[src/hdl/fsmc_pkg.sv]
// Purpose: Constants and types for the fail-safe start-up mode controller
// Assumes: 125 MHz mclk, times in microseconds
// Notes:   Reset source codes and time figures are plain defaults
package fsmc_pkg;

  // ****************************************************************
  // Timing
  // ****************************************************************
  localparam int unsigned CLK_MHZ         = 125;
  localparam int unsigned T_STRETCH_SHORT_US = 2000;
  localparam int unsigned T_STRETCH_LONG_US  = 20000;
  localparam int unsigned T_RESTART_US    = 100;
  localparam int unsigned T_WD_INIT_US    = 250000;
  localparam int unsigned T_WAKE_PERIOD_US = 20000;
  localparam int unsigned T_WAKE_PULSE_US  = 100;
  localparam int unsigned STRETCH_SHORT_CYC = T_STRETCH_SHORT_US * CLK_MHZ;
  localparam int unsigned STRETCH_LONG_CYC  = T_STRETCH_LONG_US * CLK_MHZ;
  localparam int unsigned RESTART_CYC       = T_RESTART_US * CLK_MHZ;
  localparam int unsigned WD_INIT_CYC       = T_WD_INIT_US * CLK_MHZ;
  localparam int unsigned WAKE_PERIOD_CYC   = T_WAKE_PERIOD_US * CLK_MHZ;
  localparam int unsigned WAKE_PULSE_CYC    = T_WAKE_PULSE_US * CLK_MHZ;

  // ****************************************************************
  // Reset values and mode codes
  // ****************************************************************
  localparam logic       STRETCH_SEL_RST = 1'b0;
  localparam logic [2:0] OPMODE_FLASH    = 3'h3;
  localparam logic [2:0] OPMODE_NORMAL   = 3'h5;

  // Reset source codes
  localparam logic [3:0] RSRC_POWER_ON   = 4'h0;
  localparam logic [3:0] RSRC_EXTERNAL   = 4'h1;
  localparam logic [3:0] RSRC_WAKE       = 4'h2;
  localparam logic [3:0] RSRC_WD_INIT    = 4'h3;
  localparam logic [3:0] RSRC_FAILSAFE   = 4'h4;
  localparam logic [3:0] RSRC_FLASH      = 4'h6;

  typedef enum logic [6:0] {
    ST_STARTUP  = 7'h01,
    ST_RESTART  = 7'h02,
    ST_NORMAL   = 7'h04,
    ST_FLASH    = 7'h08,
    ST_LOWPWR   = 7'h10,
    ST_FAILSAFE = 7'h20,
    ST_RETDLY   = 7'h40
  } fsmc_state_t;

endpackage : fsmc_pkg

[src/hdl/fsmc_ctrl.sv]
// Purpose: Mode state machine: start-up, restart, fail-safe, reset output
// Assumes: mclk is the on-chip oscillator; rst_n is power-on
// Notes:   Operating-mode internals (normal, low power, flash) are
//          outside; this block only reports which one is selected.

// Notes on behaviour
// - Power-on starts in start-up state
// - System reset from normal, flash or low power returns to start-up
// - Record cause of each system reset
// - Wake from low-power or fail-safe restarts
// - Stretch reset per select bit
// - Hold reset low during stretch
// - Await watchdog init after release
// - Init success enters selected mode
// - Init failure enters restart state
// - Restart entry forces long stretch
// - Restart success enters normal only
// - Persistent fault or regulator fail in restart: fail-safe
// - Severe fault anywhere enters fail-safe
// - Leave fail-safe only on wake
// - Fail-safe wake accepted only with good oscillator
// - Restart delay before start-up
// - Fail-safe restart enables regulator, long stretch
// - Clocked from on-chip oscillator only
// - Controller drives reset and interrupt
// - Inhibit output floats until driven
// - Wake sampled continuous or cyclic
module fsmc_ctrl #(
  parameter int unsigned STRETCH_SHORT = fsmc_pkg::STRETCH_SHORT_CYC,
  parameter int unsigned STRETCH_LONG  = fsmc_pkg::STRETCH_LONG_CYC,
  parameter int unsigned RESTART_DLY   = fsmc_pkg::RESTART_CYC,
  parameter int unsigned WD_INIT       = fsmc_pkg::WD_INIT_CYC,
  parameter int unsigned WAKE_PERIOD   = fsmc_pkg::WAKE_PERIOD_CYC,
  parameter int unsigned WAKE_PULSE    = fsmc_pkg::WAKE_PULSE_CYC
) (
  // Clock and power-on reset
  input  wire logic       mclk,
  input  wire logic       rst_n,
  // Software control, same clock domain
  input  wire logic       reset_stretch_select,
  input  wire logic       stretch_select_we,
  input  wire logic       opmode_we,
  input  wire logic [2:0] opmode_code,
  input  wire logic       wd_init_ok,
  input  wire logic       sys_reset_req,
  input  wire logic       flash_entry_req,
  input  wire logic       lowpwr_req,
  input  wire logic       irq_req,
  input  wire logic       wake_cyclic,
  // Status from analog side and pins
  input  wire logic       severe_fault,
  input  wire logic       osc_ok,
  input  wire logic       supply_ok,
  input  wire logic       can_wake,
  input  wire logic       lin_wake,
  input  wire logic       wake_pin,
  // Outputs
  output logic            mcu_reset_out_low,
  output logic            mcu_irq_out_low,
  output logic            mcu_supply_regulator,
  output logic            inhibit_limphome_output,
  output logic            inhibit_limphome_oe,
  output logic            switched_highvolt_output,
  output logic [3:0]      reset_source,
  output logic [6:0]      mode_state,
  output logic            stretch_long_active
);

  // ****************************************************************
  // Parameter checks
  // ****************************************************************
  initial begin
    if (STRETCH_SHORT < 1 || STRETCH_LONG < STRETCH_SHORT ||
        RESTART_DLY < 1 || WD_INIT < 1 ||
        WAKE_PULSE < 1 || WAKE_PERIOD <= WAKE_PULSE) begin
      $error("fsmc_ctrl: bad timing parameters");
    end
  end

  localparam int CW = 32;

  // ****************************************************************
  // Wake pin synchroniser and sampling
  // ****************************************************************
  logic [2:0]    wsync_q, wsync_d;
  logic          wake_lvl_q, wake_lvl_d;
  logic [CW-1:0] wcnt_q, wcnt_d;
  logic          hv_q, hv_d;
  logic          wake_evt;
  logic          sample_now;

  always_comb begin
    wsync_d = {wsync_q[1:0], wake_pin};
    wcnt_d  = (wcnt_q >= CW'(WAKE_PERIOD - 1)) ? '0 : wcnt_q + 1'b1;
    hv_d       = wake_cyclic ? (wcnt_q < CW'(WAKE_PULSE)) : 1'b1;
    sample_now = wake_cyclic ? (wcnt_q == CW'(WAKE_PULSE - 1)) : 1'b1;
    wake_lvl_d = wake_lvl_q;
    if (sample_now && wsync_q[2] == wsync_q[1]) begin
      wake_lvl_d = wsync_q[2];
    end
  end

  always_ff @(posedge mclk or negedge rst_n) begin
    if (!rst_n) begin
      wsync_q    <= 3'h7;
      wake_lvl_q <= 1'b1;
      wcnt_q     <= '0;
      hv_q       <= 1'b0;
    end else begin
      wsync_q    <= wsync_d;
      wake_lvl_q <= wake_lvl_d;
      wcnt_q     <= wcnt_d;
      hv_q       <= hv_d;
    end
  end

  // Falling edge of local wake, or bus wake
  assign wake_evt = (wake_lvl_q && !wake_lvl_d) || can_wake || lin_wake;

  // ****************************************************************
  // Mode state machine
  // ****************************************************************
  fsmc_pkg::fsmc_state_t st_q, st_d;
  logic [CW-1:0] cnt_q, cnt_d;
  logic          rel_q, rel_d;
  logic          sel_q, sel_d;
  logic          long_q, long_d;
  logic          flash_ok_q, flash_ok_d;
  logic [3:0]    src_q, src_d;
  logic          reg_q, reg_d;
  logic          inh_q, inh_d;
  logic          inh_oe_q, inh_oe_d;
  logic          irq_low_q, irq_low_d;
  logic          rst_out_q, rst_out_d;

  function automatic logic [CW-1:0] stretch_len(input logic lng);
    stretch_len = lng ? CW'(STRETCH_LONG) : CW'(STRETCH_SHORT);
  endfunction : stretch_len

  always_comb begin
    st_d       = st_q;
    cnt_d      = cnt_q;
    rel_d      = rel_q;
    sel_d      = sel_q;
    long_d     = long_q;
    flash_ok_d = flash_ok_q;
    src_d      = src_q;
    reg_d      = reg_q;
    inh_d      = inh_q;
    inh_oe_d   = inh_oe_q;
    irq_low_d  = !(irq_req && st_q == fsmc_pkg::ST_NORMAL);
    if (stretch_select_we) begin
      sel_d = reset_stretch_select;
    end
    if (flash_entry_req) begin
      flash_ok_d = 1'b1;
    end

    if (severe_fault && st_q != fsmc_pkg::ST_FAILSAFE) begin
      st_d     = fsmc_pkg::ST_FAILSAFE;
      rel_d    = 1'b0;
      reg_d    = 1'b0;
      inh_d    = 1'b0;
      inh_oe_d = 1'b1;
    end else if (sys_reset_req &&
                 (st_q == fsmc_pkg::ST_NORMAL ||
                  st_q == fsmc_pkg::ST_FLASH ||
                  st_q == fsmc_pkg::ST_LOWPWR)) begin
      st_d  = fsmc_pkg::ST_STARTUP;
      src_d = flash_entry_req ? fsmc_pkg::RSRC_FLASH
                              : fsmc_pkg::RSRC_EXTERNAL;
      long_d = sel_q;
      cnt_d  = stretch_len(sel_q);
      rel_d  = 1'b0;
      reg_d  = 1'b1;
    end else begin
      case (st_q)
        fsmc_pkg::ST_STARTUP, fsmc_pkg::ST_RESTART: begin
          if (!rel_q) begin
            if (cnt_q <= 1) begin
              rel_d = 1'b1;
              cnt_d = CW'(WD_INIT);
            end else begin
              cnt_d = cnt_q - 1'b1;
            end
          end else if (st_q == fsmc_pkg::ST_RESTART && !supply_ok) begin
            st_d = fsmc_pkg::ST_FAILSAFE;
            rel_d = 1'b0;
            reg_d = 1'b0;
            inh_d = 1'b0;
            inh_oe_d = 1'b1;
          end else if (wd_init_ok && opmode_we &&
                       (opmode_code == fsmc_pkg::OPMODE_NORMAL ||
                        opmode_code == fsmc_pkg::OPMODE_FLASH)) begin
            if (st_q == fsmc_pkg::ST_STARTUP && flash_ok_q &&
                opmode_code == fsmc_pkg::OPMODE_FLASH) begin
              st_d = fsmc_pkg::ST_FLASH;
            end else begin
              st_d = fsmc_pkg::ST_NORMAL;
            end
            // Arming in the same cycle wins over the clear
            flash_ok_d = flash_entry_req;
            inh_d      = 1'b1;
            inh_oe_d   = 1'b1;
          end else if (cnt_q <= 1) begin
            rel_d = 1'b0;
            src_d = fsmc_pkg::RSRC_WD_INIT;
            if (st_q == fsmc_pkg::ST_STARTUP) begin
              st_d   = fsmc_pkg::ST_RESTART;
              long_d = 1'b1;
              cnt_d  = CW'(STRETCH_LONG);
            end else begin
              st_d     = fsmc_pkg::ST_FAILSAFE;
              reg_d    = 1'b0;
              inh_d    = 1'b0;
              inh_oe_d = 1'b1;
            end
          end else begin
            cnt_d = cnt_q - 1'b1;
          end
        end
        fsmc_pkg::ST_NORMAL, fsmc_pkg::ST_FLASH: begin
          if (lowpwr_req) begin
            st_d = fsmc_pkg::ST_LOWPWR;
          end
        end
        fsmc_pkg::ST_LOWPWR: begin
          if (wake_evt) begin
            st_d   = fsmc_pkg::ST_STARTUP;
            src_d  = fsmc_pkg::RSRC_WAKE;
            long_d = sel_q;
            cnt_d  = stretch_len(sel_q);
            rel_d  = 1'b0;
            reg_d  = 1'b1;
          end
        end
        fsmc_pkg::ST_FAILSAFE: begin
          if (wake_evt && osc_ok && !severe_fault) begin
            st_d  = fsmc_pkg::ST_RETDLY;
            cnt_d = CW'(RESTART_DLY);
          end
        end
        fsmc_pkg::ST_RETDLY: begin
          if (cnt_q <= 1) begin
            st_d   = fsmc_pkg::ST_STARTUP;
            src_d  = fsmc_pkg::RSRC_FAILSAFE;
            reg_d  = 1'b1;
            long_d = 1'b1;
            cnt_d  = CW'(STRETCH_LONG);
            rel_d  = 1'b0;
          end else begin
            cnt_d = cnt_q - 1'b1;
          end
        end
        default: begin
          st_d = fsmc_pkg::ST_STARTUP;
        end
      endcase
    end
    rst_out_d = rel_d || st_d == fsmc_pkg::ST_NORMAL ||
                st_d == fsmc_pkg::ST_FLASH || st_d == fsmc_pkg::ST_LOWPWR;
  end

  always_ff @(posedge mclk or negedge rst_n) begin
    if (!rst_n) begin
      st_q       <= fsmc_pkg::ST_STARTUP;
      cnt_q      <= CW'(STRETCH_SHORT);
      rel_q      <= 1'b0;
      sel_q      <= fsmc_pkg::STRETCH_SEL_RST;
      long_q     <= 1'b0;
      flash_ok_q <= 1'b0;
      src_q      <= fsmc_pkg::RSRC_POWER_ON;
      reg_q      <= 1'b1;
      inh_q      <= 1'b0;
      inh_oe_q   <= 1'b0;
      irq_low_q  <= 1'b1;
      rst_out_q  <= 1'b0;
    end else begin
      st_q       <= st_d;
      cnt_q      <= cnt_d;
      rel_q      <= rel_d;
      sel_q      <= sel_d;
      long_q     <= long_d;
      flash_ok_q <= flash_ok_d;
      src_q      <= src_d;
      reg_q      <= reg_d;
      inh_q      <= inh_d;
      inh_oe_q   <= inh_oe_d;
      irq_low_q  <= irq_low_d;
      rst_out_q  <= rst_out_d;
    end
  end

  // ****************************************************************
  // Outputs, all from flip-flops
  // ****************************************************************
  assign mcu_reset_out_low        = rst_out_q;
  assign mcu_irq_out_low          = irq_low_q;
  assign mcu_supply_regulator     = reg_q;
  assign inhibit_limphome_output  = inh_q;
  assign inhibit_limphome_oe      = inh_oe_q;
  assign switched_highvolt_output = hv_q;
  assign reset_source             = src_q;
  assign mode_state               = st_q;
  assign stretch_long_active      = long_q;

endmodule : fsmc_ctrl

[config.mk]
export PLATFORM = sky130hd
export DESIGN_NAME = fsmc_ctrl
export DESIGN_NICKNAME = d
export VERILOG_FILES = /design/src/hdl/fsmc_pkg.sv /design/src/hdl/fsmc_ctrl.sv
export SDC_FILE = /design/constraint.sdc
export NUM_CORES = 1
export LEC_CHECK = 0
export BUFFER_PORTS_ARGS = -buffer_cell sky130_fd_sc_hd__buf_4
export CAP_MARGIN = 20
export CORE_UTILIZATION = 43
export CTS_CLUSTER_SIZE = 10
export DETAILED_ROUTE_END_ITERATION = 16
export GPL_TIMING_DRIVEN = 0
export PLACE_DENSITY = 0.71
export RECOVER_POWER = 25
export SYNTH_ARGS = -nofsm -noshare
export SYNTH_HDL_FRONTEND = slang
export SYNTH_SLANG_ARGS = --single-unit
[constraint.sdc]
create_clock -name mclk -period 3.61 [get_ports mclk]
set_input_delay 0.722 -clock mclk [delete_from_list [all_inputs] [get_ports mclk]]
set_output_delay 0.722 -clock mclk [all_outputs]
set_load 0.1 [all_outputs]
**After elaboration in Yosys (flattened, before gate mapping)**

Cells that the tools add are included.

- Bits in registers: 89
- Input port bits: 20
- Word-level logic and storage cells: 180
- Output and inout port bits: 18

- $add $sub $neg: 2
- Mux-type cells: 87
- Bitwise logic cells: 1
- Reduce and logical (&&, ||, !) cells: 37
- $lt $le $gt $ge: 3
- Eq/ne operators: 34

Operators with widths:

| cell | count |
|---|---|
| $mux 32 | 11 |
| $pmux 32 s4 | 1 |
| $mux 7 | 10 |
| $mux 1 | 49 |
| $pmux 7 s5 | 1 |
| $add 32x1->32 const B | 1 |
| $eq 32x14->1 const B | 1 |
| $ge 32x22->1 const B | 1 |
| $le 32x1->1 const B | 1 |
| $lt 32x14->1 const B | 1 |
| $mux 4 | 8 |
| $sub 32x1->32 const B | 1 |
| $mux 22 | 1 |
| $ne 3x3->1 const B | 7 |
| $ne 4x4->1 const B | 5 |
| $ne 5x5->1 const B | 4 |
| $eq 7x3->1 const B | 2 |
| $eq 7x4->1 const B | 2 |
| $eq 7x5->1 const B | 2 |
| $reduce_and 7->1 | 2 |
| $logic_and 1x1->1 | 12 |
| $pmux 4 s3 | 1 |
| $reduce_bool 5->1 | 2 |
| $pmux 1 s3 | 3 |
| 22 further kinds | 35 |

**Longest topological paths before layout**

Gate-level depths: netlist of the first run.

- Word-level depth: 18
- Mapped depth: 12

**Worst setup path before layout of the first run**

Ideal clock, no wire load.

- Path kind: register to register
- Start: register st_q[1] (netlist: mode_state[1])
- End: register long_q (netlist: stretch_long_active)
- Setup time: 0.126 ns
- Setup slack: 0.056 ns
- Cell stages (with the launch flop): 11
- Path buffers: 3
- Arrival time: 3.428 ns
- Required time: 3.484 ns
- Period minus slack after synthesis: 3.554 ns
- Path through: dfrtp_1 -> or4_1 -> buf_2 -> or4b_1 -> clkbuf_1 -> nand2_2 -> o21ai_4 -> or4b_1 -> buf_4 -> nor2_2 -> mux2_4

- Longest elaborated chain between the ends: 6

RTL lines:

| item | RTL line | RTL |
|---|---|---|
| start, declared | fsmc_ctrl.sv:123 | `fsmc_pkg::fsmc_state_t st_q, st_d;` |
| start signal, assigned | fsmc_ctrl.sv:266 | `st_q <= fsmc_pkg::ST_STARTUP;` |
| start signal, assigned | fsmc_ctrl.sv:279 | `st_q <= st_d;` |
| $eq 7x3->1 / $eq 7x4->1 (equally long branches) | fsmc_ctrl.sv:166, fsmc_ctrl.sv:167 |  |
| $logic_or 1x1->1 | fsmc_ctrl.sv:166 | `(st_q == fsmc_pkg::ST_NORMAL \|\|` |
| $logic_or 1x1->1 | fsmc_ctrl.sv:167 | `st_q == fsmc_pkg::ST_FLASH \|\|` |
| $logic_and 1x1->1 | fsmc_ctrl.sv:165 | `end else if (sys_reset_req &&` |
| $ne 3x3->1 (no source line) (tied with other cells) | - |  |
| $reduce_and 9->1 (no source line) | - |  |
| end signal, assigned | fsmc_ctrl.sv:283 | `long_q <= long_d;` |
| end, declared | fsmc_ctrl.sv:127 | `logic long_q, long_d;` |

Several ways; a longest one is shown, not always the timed one.
A chain may end at the register's enable or synchronous reset.

**Worst setup path after layout of the first run**

- Start: register st_q[1] (netlist: mode_state[1])
- End: register rst_out_q (netlist: mcu_reset_out_low)

- Longest elaborated chain between the ends: 14

RTL lines:

| item | RTL line | RTL |
|---|---|---|
| $eq 7x1->1 | fsmc_ctrl.sv:177, fsmc_ctrl.sv:195 |  |
| $logic_and 1x1->1 (2 in series) | fsmc_ctrl.sv:195 | `if (st_q == fsmc_pkg::ST_STARTUP && flash_ok_q &&` |
| $mux 4 | fsmc_ctrl.sv:195 |  |
| $mux 7 | fsmc_ctrl.sv:192 | `end else if (wd_init_ok && opmode_we &&` |
| $mux 7 | fsmc_ctrl.sv:186 | `end else if (st_q == fsmc_pkg::ST_RESTART && !supply_ok) begin` |
| $mux 7 | fsmc_ctrl.sv:179 | `if (!rel_q) begin` |
| $pmux 7 s5 | fsmc_ctrl.sv:177 | `case (st_q)` |
| $mux 7 | fsmc_ctrl.sv:165 |  |
| $mux 7 (*) | fsmc_ctrl.sv:159 | `if (severe_fault && st_q != fsmc_pkg::ST_FAILSAFE) begin` |
| via st_d[3] | fsmc_ctrl.sv:123 |  |
| $eq 7x3->1 | fsmc_ctrl.sv:260 | `rst_out_d = rel_d \|\| st_d == fsmc_pkg::ST_NORMAL \|\|` |
| $logic_or 1x1->1 (2 in series) | fsmc_ctrl.sv:260 |  |
| $logic_or 1x1->1 (*) | fsmc_ctrl.sv:261 | `st_d == fsmc_pkg::ST_FLASH \|\| st_d == fsmc_pkg::ST_LOWPWR;` |
| via rst_out_d | fsmc_ctrl.sv:134 | `logic rst_out_q, rst_out_d;` |
| end signal, assigned | fsmc_ctrl.sv:290 | `rst_out_q <= rst_out_d;` |
| end, declared | fsmc_ctrl.sv:134 |  |

The timed path passes the listed nets; every way through them passes the cells marked *.

==> flow_summary.ini, run 1 <==
[routing]
wire_per_inst_um = 16.8
finalWirelength_um = 12900
drt_iter0_markers = 304
drc = 0
vias_per_cell = 5.96
dr.pass1.iters = 5
postRouteAntennaNets = 0
vias = 4568

[yosys]
synthAdderAreaFrac_pct = 0.755
netlist_instances = 559
synth_top_area_share_pct = 37.2
synth_top_family_by_area = simple AND/OR/NAND/NOR gates
ys_ff_latch = 88
seq_area_frac_synth_pct = 44.6
synth_area_per_cell_um2 = 8.90
synth_compound_area_share_pct = 20.7
synth_mux_area_share_pct = 0.755
ys_warn_count = 0
synth_area_leaders = dfrtp_1 37%, dfstp_2 7.4%, o21ai_0 5.2%, nor3_1 4.3%, nor2_1 3.9%
async_flop_share_pct = 100
synth-simple-area-share_pct = 25.1
synth_xor_area_share_pct = 4.40
synth-edff-count = 0
synth_flop_cell = dfrtp_1
synth.distinct_cells = 66
synth_top_area_cell = dfrtp_1
netlist_area_mm2 = 0.00497

[final_layout]
syn2layout_area_growth_pct = 17.7
utilization_pct = 52.9
regArea_mm2 = 0.00222
drive_gt1_share_pct = 16.1
stdcell_area_mm2 = 0.00586
antennaDiodeCount = 0
final_nets = 645
multi_input_area_mm2 = 0.00265
fill_cells = 997

[floorplan]
rows = 38
design.core.area_mm2 = 0.0111
die-area_mm2 = 0.0120
die_w_um = 110
start_util_pct = 44.9
die_y_um = 110
boundaryPins = 38

[setup_path]
start_kind = register
rr_startpoint = mode_state[1]
startpoint = mode_state[1]
rrSetupSlack_ns = 0.16
ff2ff_path_depth = 8
cp.arrival_ns = 3.66
critPathRequiredTime_ns = 3.83
crit_fanout = 9
cp-end-kind = register
crit_path_end = mcu_reset_out_low
criticalPathCategory = register to register
r2r_end = mcu_reset_out_low

[power]
p_per_area_mw_per_mm2 = 677
power.leakage_nw = 2.42
peakVddDrop_v = 0.000490

[grt]
grt_max_degree = 89
grtUsageTotal_pct = 23.1
grt_pass1_vias = 4333
antenna_found_initial = 0
grt_overflow = 0
grt_pass1_wl_um = 21300

[cts]
cts-root-buf = clkbuf_16
cts_tree = done
clk_latency_ns = 0.35
cts.hold.buffers_added = 0
htreeDepth = 3
cts_buffer_depth = 2
clock_sinks = 88
cts_buffers = 9
path_clk_slew_ns = 0.07

[min_path]
hold_class = register to register

[sta]
setup_violations = 0
finalWorstSetupSlack_ns = 0.163
rsz0062_at_grt = no
finClkSkew_ns = 0.0104
max_freq_ghz = 0.290
worstMarginPinSlew_ns = 2.27
fin_crit_sh_pct = 95.5
max_slew_margin_pct = -51.5
timing_max_transition_violations_final = 40
period_minus_slack_ns = 3.45
finalHoldViolations = 0

[run_status]
status = complete, but fails checks
failed_checks = capacitance limit, slew limit

[place]
portBuffers = 36
hpwl_um = 9100
place_area_mm2 = 0.00546
place_ws_ns = -0.113
gp_congestion = 0.909

[flow_run]
maxCapViolCount = 1
worst max-delay path, stage by stage, from the launching register on:
cell,delay [ns]
dfrtp_1,0.49
or4_1,0.55
buf_2,0.18
or4b_4,0.53
a21boi_0,0.67
nor2_1,0.23
o31ai_1,0.28
nor2_1,0.15
nand4b_1,0.23
cell usage after synthesis, types with 4 or more instances:
| library cell | count |
|---|---|
| a211o_1 | 4 |
| nand3_1 | 22 |
| and4_1 | 4 |
| nand2b_1 | 10 |
| and2_1 | 4 |
| nor2b_1 | 4 |
| or3_1 | 6 |
| or2_2 | 5 |
| dfstp_2 | 14 |
| and3_1 | 6 |
| inv_1 | 10 |
| nand2_1 | 31 |
| a31oi_1 | 14 |
| or4_1 | 6 |
| o31ai_1 | 24 |
| a21oi_1 | 34 |
| xnor2_1 | 12 |
| nor4_1 | 15 |
| clkbuf_1 | 21 |
| nor2_1 | 52 |
| buf_2 | 5 |
| o21ai_0 | 52 |
| nor3_1 | 43 |
| xor2_1 | 13 |
| dfrtp_1 | 74 |
| nand4_1 | 11 |
stage by stage:
step / std cells / setup TNS, ns / hold slack [ns] / power [mW]
after floorplan: 569 / 0 / 0.345 / 2.44
after global placement: 745 / -0.205 / 0.351 / 2.86
after detailed placement: 745 / -0.857 / 0.347 / 2.88
after CTS: 764 / 0 / 0.357 / 3.90
after global routing: 767 / 0 / 0.368 / 4.19
final: 767 / 0 / 0.362 / 3.96
routing by layer:
metal  global-route usage [%]  vias up  part of all wire, %  routed length (µm)
met5                        0        -                    0                   0
met3                     3.79       18                  6.8                 874
met4                     7.33        0                  1.4                 177
met2                     37.6      159                   46                5970
met1                     31.2     2196                   46                5890
li1                         -     2195                    -                   -
state kept, by name, summed over array words and instances (netlist names), 3 cells and up:
| signal | flops |
|---|---|
| cnt_q | 32 |
| wsync_q | 3 |
| wcnt_q | 32 |
| mode_state | 7 |
| reset_source | 3 |
worst min-delay path by stage:
stage	startpoint	end	slack, ns	cells past startpoint
after detailed placement	wsync_q[0]	wsync_q[1]	0.35	0
after global routing	wsync_q[0]	wsync_q[1]	0.37	0
after CTS	wsync_q[0]	wsync_q[1]	0.36	0
after global placement	wsync_q[0]	wsync_q[1]	0.35	0
final	wsync_q[0]	wsync_q[1]	0.36	0
after floorplan	wsync_q[0]	wsync_q[1]	0.35	0
cell type report:
cell class	count	area share, %
Multi-Input combinational cell	440	45.2
Timing Repair Buffer	42	5.66
Sequential cell	88	37.9
Tap cell	140	2.99
Buffer	31	2.37
Inverter	10	0.641
Clock inverter	6	1.15
Clock buffer	10	4.08
cells by family (layout without fill, tap and decap cells):
kind of cell	after synthesis	count (layout)
xor gates and xnor gates	25	25
AOI/OAI and AO/OA	163	163
and+or+nand+nor	235	235
muxes	3	3
buffers and inverters	41	99
DFF	88	88
other	1	11
adders and majority gates	3	3
repair_timing:
action,4_1_cts,5_1_grt
pin swaps,1,1
resized for setup,1,5
buffers inserted,3,2
endpoints found under the setup margin,17,26
endpoints found under the hold margin,0,0
placed cells by master, fill, tap and decap left out, types with 21 or more instances in the layout:
master,n
o31ai_1,24
buf_4,41
nand3_1,22
nor2_1,52
a21oi_1,34
o21ai_0,52
nor3_1,43
clkbuf_1,21
nand2_1,31
dfrtp_1,74
report_power, final:
| part | switching [mW] | internal, mW | leakage [nW] |
|---|---|---|---|
| Clock | 0.403 | 0.558 | 0.145 |
| Combinational | 1.14 | 0.557 | 1.15 |
| Sequential | 0.143 | 1.16 | 1.12 |
| Total | 1.69 | 2.27 | 2.42 |
Power figures use the tool's default switching activity.
==> run 2, diff against run 1 <==
--- a/config.mk
+++ b/config.mk
@@ -8,6 +8,7 @@
 export BUFFER_PORTS_ARGS = -buffer_cell sky130_fd_sc_hd__buf_4
 export CAP_MARGIN = 20
 export CORE_UTILIZATION = 43
+export CTS_BUF_LIST = sky130_fd_sc_hd__clkbuf_8
 export CTS_CLUSTER_SIZE = 10
 export DETAILED_ROUTE_END_ITERATION = 16
 export GPL_TIMING_DRIVEN = 0
==> run 2 against run 1 <==
  * The run still ends with capacitance limit, slew limit left
  * Clock-buffer cell count is the same
  * Clock skew increased by 0.0013 ns
  * Critical endpoint unchanged
  * Die area did not move
  * Wire length down 0.48%
  * Highest routed layer unchanged
  * Combinational power about the same
==> flow_summary.ini, run 2 (synthesized netlist as in run 1, its figures left out) <==
[sta]
hold_slack_ns = 0.364
setup_violations = 0
finalHoldViolations = 0
finClkSkew_ns = 0.0117
period_minus_slack_ns = 3.42
max_freq_ghz = 0.293
worstMarginPinSlew_ns = 2.27
max_slew_margin_pct = -51.3
fin_crit_sh_pct = 94.7
timing_max_transition_violations_final = 40

[floorplan]
die_w_um = 110
design.core.area_mm2 = 0.0111
boundaryPins = 38
die-area_mm2 = 0.0120
rows = 38
start_util_pct = 44.9
die_y_um = 110

[min_path]
worstHoldStart = wsync_q[0]
hold_class = register to register
worstHoldEndpoint = wsync_q[1]
hold_depth = 0

[cts]
htreeDepth = 3
clk_latency_ns = 0.37
cts-root-buf = clkbuf_8
cts_buffer_depth = 2
cts_tree = done
cts_buffers = 9
path_clk_slew_ns = 0.09
clock_sinks = 88

[setup_path]
crit_fanout = 9
start_kind = register
r2r_end = mcu_reset_out_low
rr_startpoint = mode_state[1]
rrSetupSlack_ns = 0.19
cp-end-kind = register
ff2ff_path_depth = 8
criticalPathCategory = register to register
startpoint = mode_state[1]
cp.arrival_ns = 3.67
critPathRequiredTime_ns = 3.86

[final_layout]
antennaDiodeCount = 0
most-common-layout-cells = 74 x dfrtp_1, 52 x nor2_1, 52 x o21ai_0
final_nets = 645
drive_gt1_share_pct = 16.1
layout_commonest_cell = dfrtp_1
syn2layout_area_growth_pct = 15.7

[power]
power_mw = 3.71
p_per_area_mw_per_mm2 = 644
power.leakage_nw = 2.37
peakVddDrop_v = 0.000413

[routing]
finalWirelength_um = 12900
dr.pass1.iters = 5
drc = 0
drt_iter0_markers = 297
wire_per_inst_um = 16.8
postRouteAntennaNets = 0
vias = 4585
vias_per_cell = 5.98

[grt]
grt_pass1_vias = 4313
grt_pass1_wl_um = 21100
grtUsageTotal_pct = 22.9
antenna_found_initial = 0
grt_max_degree = 89
grt_overflow = 0

[place]
gp_congestion = 0.909
portBuffers = 36
hpwl_um = 9100

[run_status]
status = complete, but fails checks
failed_checks = capacitance limit, slew limit

[flow_run]
maxCapViolCount = 1
==> run 2: what timing repair did <==
action	4_1_cts	5_1_grt
resized for setup	1	5
setup endpoints to repair	18	28
pin swaps	1	1
hold buffers	0	0
buffers inserted	3	2
==> run 2: worst max path at each step <==
stage,end,slack (ns),cells past startpoint
after global routing,mcu_reset_out_low,-0.004,8
after floorplan,stretch_long_active,0.06,10
final,mcu_reset_out_low,0.19,8
after detailed placement,cnt_q[23],-0.11,10
after CTS,cnt_q[4],0.01,11
after global placement,cnt_q[28],-0.04,10
==> run 2: report_power, final <==
part,internal [mW],switching (mW)
clock,0.341,0.368
combinational,0.557,1.14
sequential,1.16,0.143
==> run 2: final cells by class <==
type,count,area [µm²]
sequential,88,2220
buffer,31,139
inverter,10,37.5
tap,140,175
timing repair buffer,42,332
multi-input combinational,440,2650
clock buffer,10,138
fill,1006,5320
clock inverter,6,67.6
==> run 2: per-layer routing <==
| layer | GRT usage, % | up-vias | share of wire, % |
|---|---|---|---|
| li1 | - | 2197 | - |
| met3 | 4.09 | 15 | 5.7 |
| met4 | 7.33 | 0 | 1.3 |
| met2 | 37.4 | 131 | 46 |
| met5 | 0 | - | 0 |
| met1 | 30.9 | 2242 | 47 |
==> run 2: worst max-delay path: stages, from the launching register on <==
cell and delay [ns]:
dfrtp_1 0.50, or4_1 0.56, buf_2 0.18, or4b_4 0.52
a21boi_0 0.65, nor2_1 0.23, o31ai_1 0.27, nor2_1 0.15
nand4b_1 0.22
==> run 2: per-stage QoR <==
step | setup WS [ns] | util [%] | instances | instance area (µm²) | TNS (ns)
6_report | 0.192 | 52.0 | 767 | 5760 | 0
5_1_grt | -0.00378 | 52.0 | 767 | 5760 | -0.00378
4_1_cts | 0.0115 | 51.3 | 764 | 5690 | 0
3_5_place_dp | -0.113 | 49.3 | 745 | 5460 | -0.857
3_3_place_gp | -0.0439 | 49.3 | 745 | 5460 | -0.205
2_1_floorplan | 0.0557 | - | 569 | 5010 | 0
==> run 3, diff against run 2 <==
--- a/config.mk
+++ b/config.mk
@@ -5,6 +5,7 @@
 export SDC_FILE = /design/constraint.sdc
 export NUM_CORES = 1
 export LEC_CHECK = 0
+export ABC_AREA = 1
 export BUFFER_PORTS_ARGS = -buffer_cell sky130_fd_sc_hd__buf_4
 export CAP_MARGIN = 20
 export CORE_UTILIZATION = 43
==> run 3 against run 2 <==
  * The run still ends with capacitance limit, slew limit left
  * Synthesized area up 16%
  * Critical endpoint unchanged
  * Sequential power is 7% higher
  * Cell count up 39%
  * Sequential share of layout area decreased by 4.5 points
  * Largest cell class unchanged
  * Via count rose by 21%
  * Combinational power is 38% higher
==> flow_summary.ini, run 3 <==
[run_status]
status = complete, but fails checks
failed_checks = capacitance limit, slew limit

[yosys]
ys_top_cells_by_count = 224 x nand2_1, 127 x nor2_1, 81 x inv_1
synth_mux_area_share_pct = 0
synth_top_area_cell = dfrtp_1
synth.distinct_cells = 47
synth_compound_area_share_pct = 8.71
synth_area_per_cell_um2 = 6.96
netlist_area_mm2 = 0.00577
synth-simple-area-share_pct = 39.7
netlist_instances = 830
ys_warn_count = 0
synth_top_area_share_pct = 32.1
synth_top_family_by_area = simple AND/OR/NAND/NOR gates
synth_flop_cell = dfrtp_1
synth-edff-count = 0
synthAdderAreaFrac_pct = 0.650
yosysMostFrequentCell = nand2_1
synth_area_leaders = dfrtp_1 32%, nand2_1 15%, nor2_1 8.3%, dfstp_2 6.4%, nand3_1 5.8%
seq_area_frac_synth_pct = 38.4
ys_ff_latch = 88
synth_xor_area_share_pct = 4.40
async_flop_share_pct = 100

[sta]
timing_max_transition_violations_final = 43
finClkSkew_ns = 0.0146
worstMarginPinSlew_ns = 2.33
max_slew_margin_pct = -55.1
hold_slack_ns = 0.368
setup_violations = 0
max_freq_ghz = 0.392
fin_crit_sh_pct = 70.7
fin_tns_setup_ns = 0
period_minus_slack_ns = 2.55
finalHoldViolations = 0
rsz0062_at_grt = no

[final_layout]
syn2layout_area_growth_pct = 12.9
most-common-layout-cells = 224 x nand2_1, 127 x nor2_1, 82 x inv_1
layout_commonest_cell = nand2_1
final_nets = 911
utilization_pct = 50.6
antennaDiodeCount = 0
drive_gt1_share_pct = 15.3
stdcell_area_mm2 = 0.00652

[grt]
grt_pass1_wl_um = 24900
grt_pass1_vias = 5035
grt_overflow = 0
grtUsageTotal_pct = 22.7
grt_max_degree = 89
antenna_found_initial = 0

[routing]
drt_iter0_markers = 443
wire_per_inst_um = 14.1
vias_per_cell = 5.23
dr.pass1.iters = 5
vias = 5569
postRouteAntennaNets = 0
drc = 0
finalWirelength_um = 15000

[setup_path]
cp-end-kind = register
crit_path_end = mcu_reset_out_low
path_cells = inv_1, ha_1, nand2_1, nor2_2, nand2_2, nand2_1, nand2_2, nand2_1, inv_2, a21oi_1, nand2_1, nand2_1, nand2_1, nand2_1, nand4_1
rr_startpoint = cnt_q[0]
critPathRequiredTime_ns = 3.89
criticalPathCategory = register to register
rrSetupSlack_ns = 1.06
start_kind = register
crit_fanout = 6
startpoint = cnt_q[0]
cp.arrival_ns = 2.84
cp_common_cell = nand2_1
r2r_end = mcu_reset_out_low
cp_slowest_cell = dfrtp_1
cpPeakStageDelay_ns = 0.45
ff2ff_path_depth = 15

[power]
p_per_area_mw_per_mm2 = 684
power_mw = 4.46
power.leakage_nw = 3.33
peakVddDrop_v = 0.000414

[floorplan]
design.core.area_mm2 = 0.0129
die-area_mm2 = 0.0139
start_util_pct = 44.8
die_w_um = 118
rows = 41
boundaryPins = 38
die_y_um = 118

[place]
hpwl_um = 11400
place_area_mm2 = 0.00630
portBuffers = 36
gp_congestion = 0.974

[cts]
cts_buffers = 9
path_clk_slew_ns = 0.10
cts_tree = done
htreeDepth = 3
cts_setup_buffers = 0
ctsResizeCount = 0
cts-root-buf = clkbuf_8
clk_latency_ns = 0.39
clock_sinks = 88
cts.hold.buffers_added = 0
cts_buffer_depth = 2

[flow_run]
maxCapViolCount = 1

[min_path]
hold_class = register to register
-- run 3: worst max-delay path: cells and delay by family (launching register included) --
family,cells,cell delay (ns)
AO/OA/AOI/OAI,1,0.15
adder cells (fa/ha/maj),1,0.18
buffers and inverters,2,0.25
flip-flops,1,0.45
AND/OR/NAND/NOR,11,1.42
-- run 3: cells by family after synthesis --
| kind of cell | after synthesis |
|---|---|
| and+or+nand+nor | 512 |
| DFF | 88 |
| xor gates and xnor gates | 29 |
| buffers and inverters | 112 |
| adders and majority gates | 3 |
| AOI/OAI and AO/OA | 85 |
| other | 1 |
-- run 3: cell type report --
| cell class | instances | area [µm²] |
|---|---|---|
| fillers | 1304 | 6350 |
| multi-input cells | 640 | 3130 |
| flip-flops and latches | 88 | 2220 |
| inverters | 96 | 360 |
| repair buffers | 37 | 294 |
| well taps | 172 | 215 |
| clock buffers | 9 | 124 |
| plain buffers | 16 | 101 |
| clock inverters | 7 | 76.3 |
-- run 3: worst min-delay path by stage --
stage | slack [ns] | to | startpoint | depth (start not counted)
finish | 0.37 | wsync_q[1] | wsync_q[0] | 0
global route | 0.38 | wsync_q[1] | wsync_q[0] | 0
CTS | 0.36 | wsync_q[1] | wsync_q[0] | 0
detailed placement | 0.35 | wsync_q[1] | wsync_q[0] | 0
global placement | 0.35 | wsync_q[1] | wsync_q[0] | 0
floorplan | 0.35 | wsync_q[1] | wsync_q[0] | 0
-- run 3: routing by layer --
metal,track usage [%],wire length (µm),vias to the layer above
met5,0,0,-
met4,9.38,335,0
met3,3.63,854,25
met2,35.6,6830,179
met1,31.1,7000,2607
li1,-,-,2758
-- run 3: power breakdown --
group | total (mW) | internal [mW] | switching [mW]
sequential | 1.39 | 1.18 | 0.205
clock | 0.723 | 0.328 | 0.395
combinational | 2.35 | 0.726 | 1.62
total | 4.46 | 2.24 | 2.22
-- run 3: through the flow --
| step | setup slack [ns] | cells |
|---|---|---|
| after global routing | 0.696 | 1065 |
| after floorplan | 1.13 | 840 |
| final | 1.06 | 1065 |
| after CTS | 1.09 | 1064 |
| after detailed placement | 1.09 | 1048 |
| after global placement | 1.11 | 1048 |
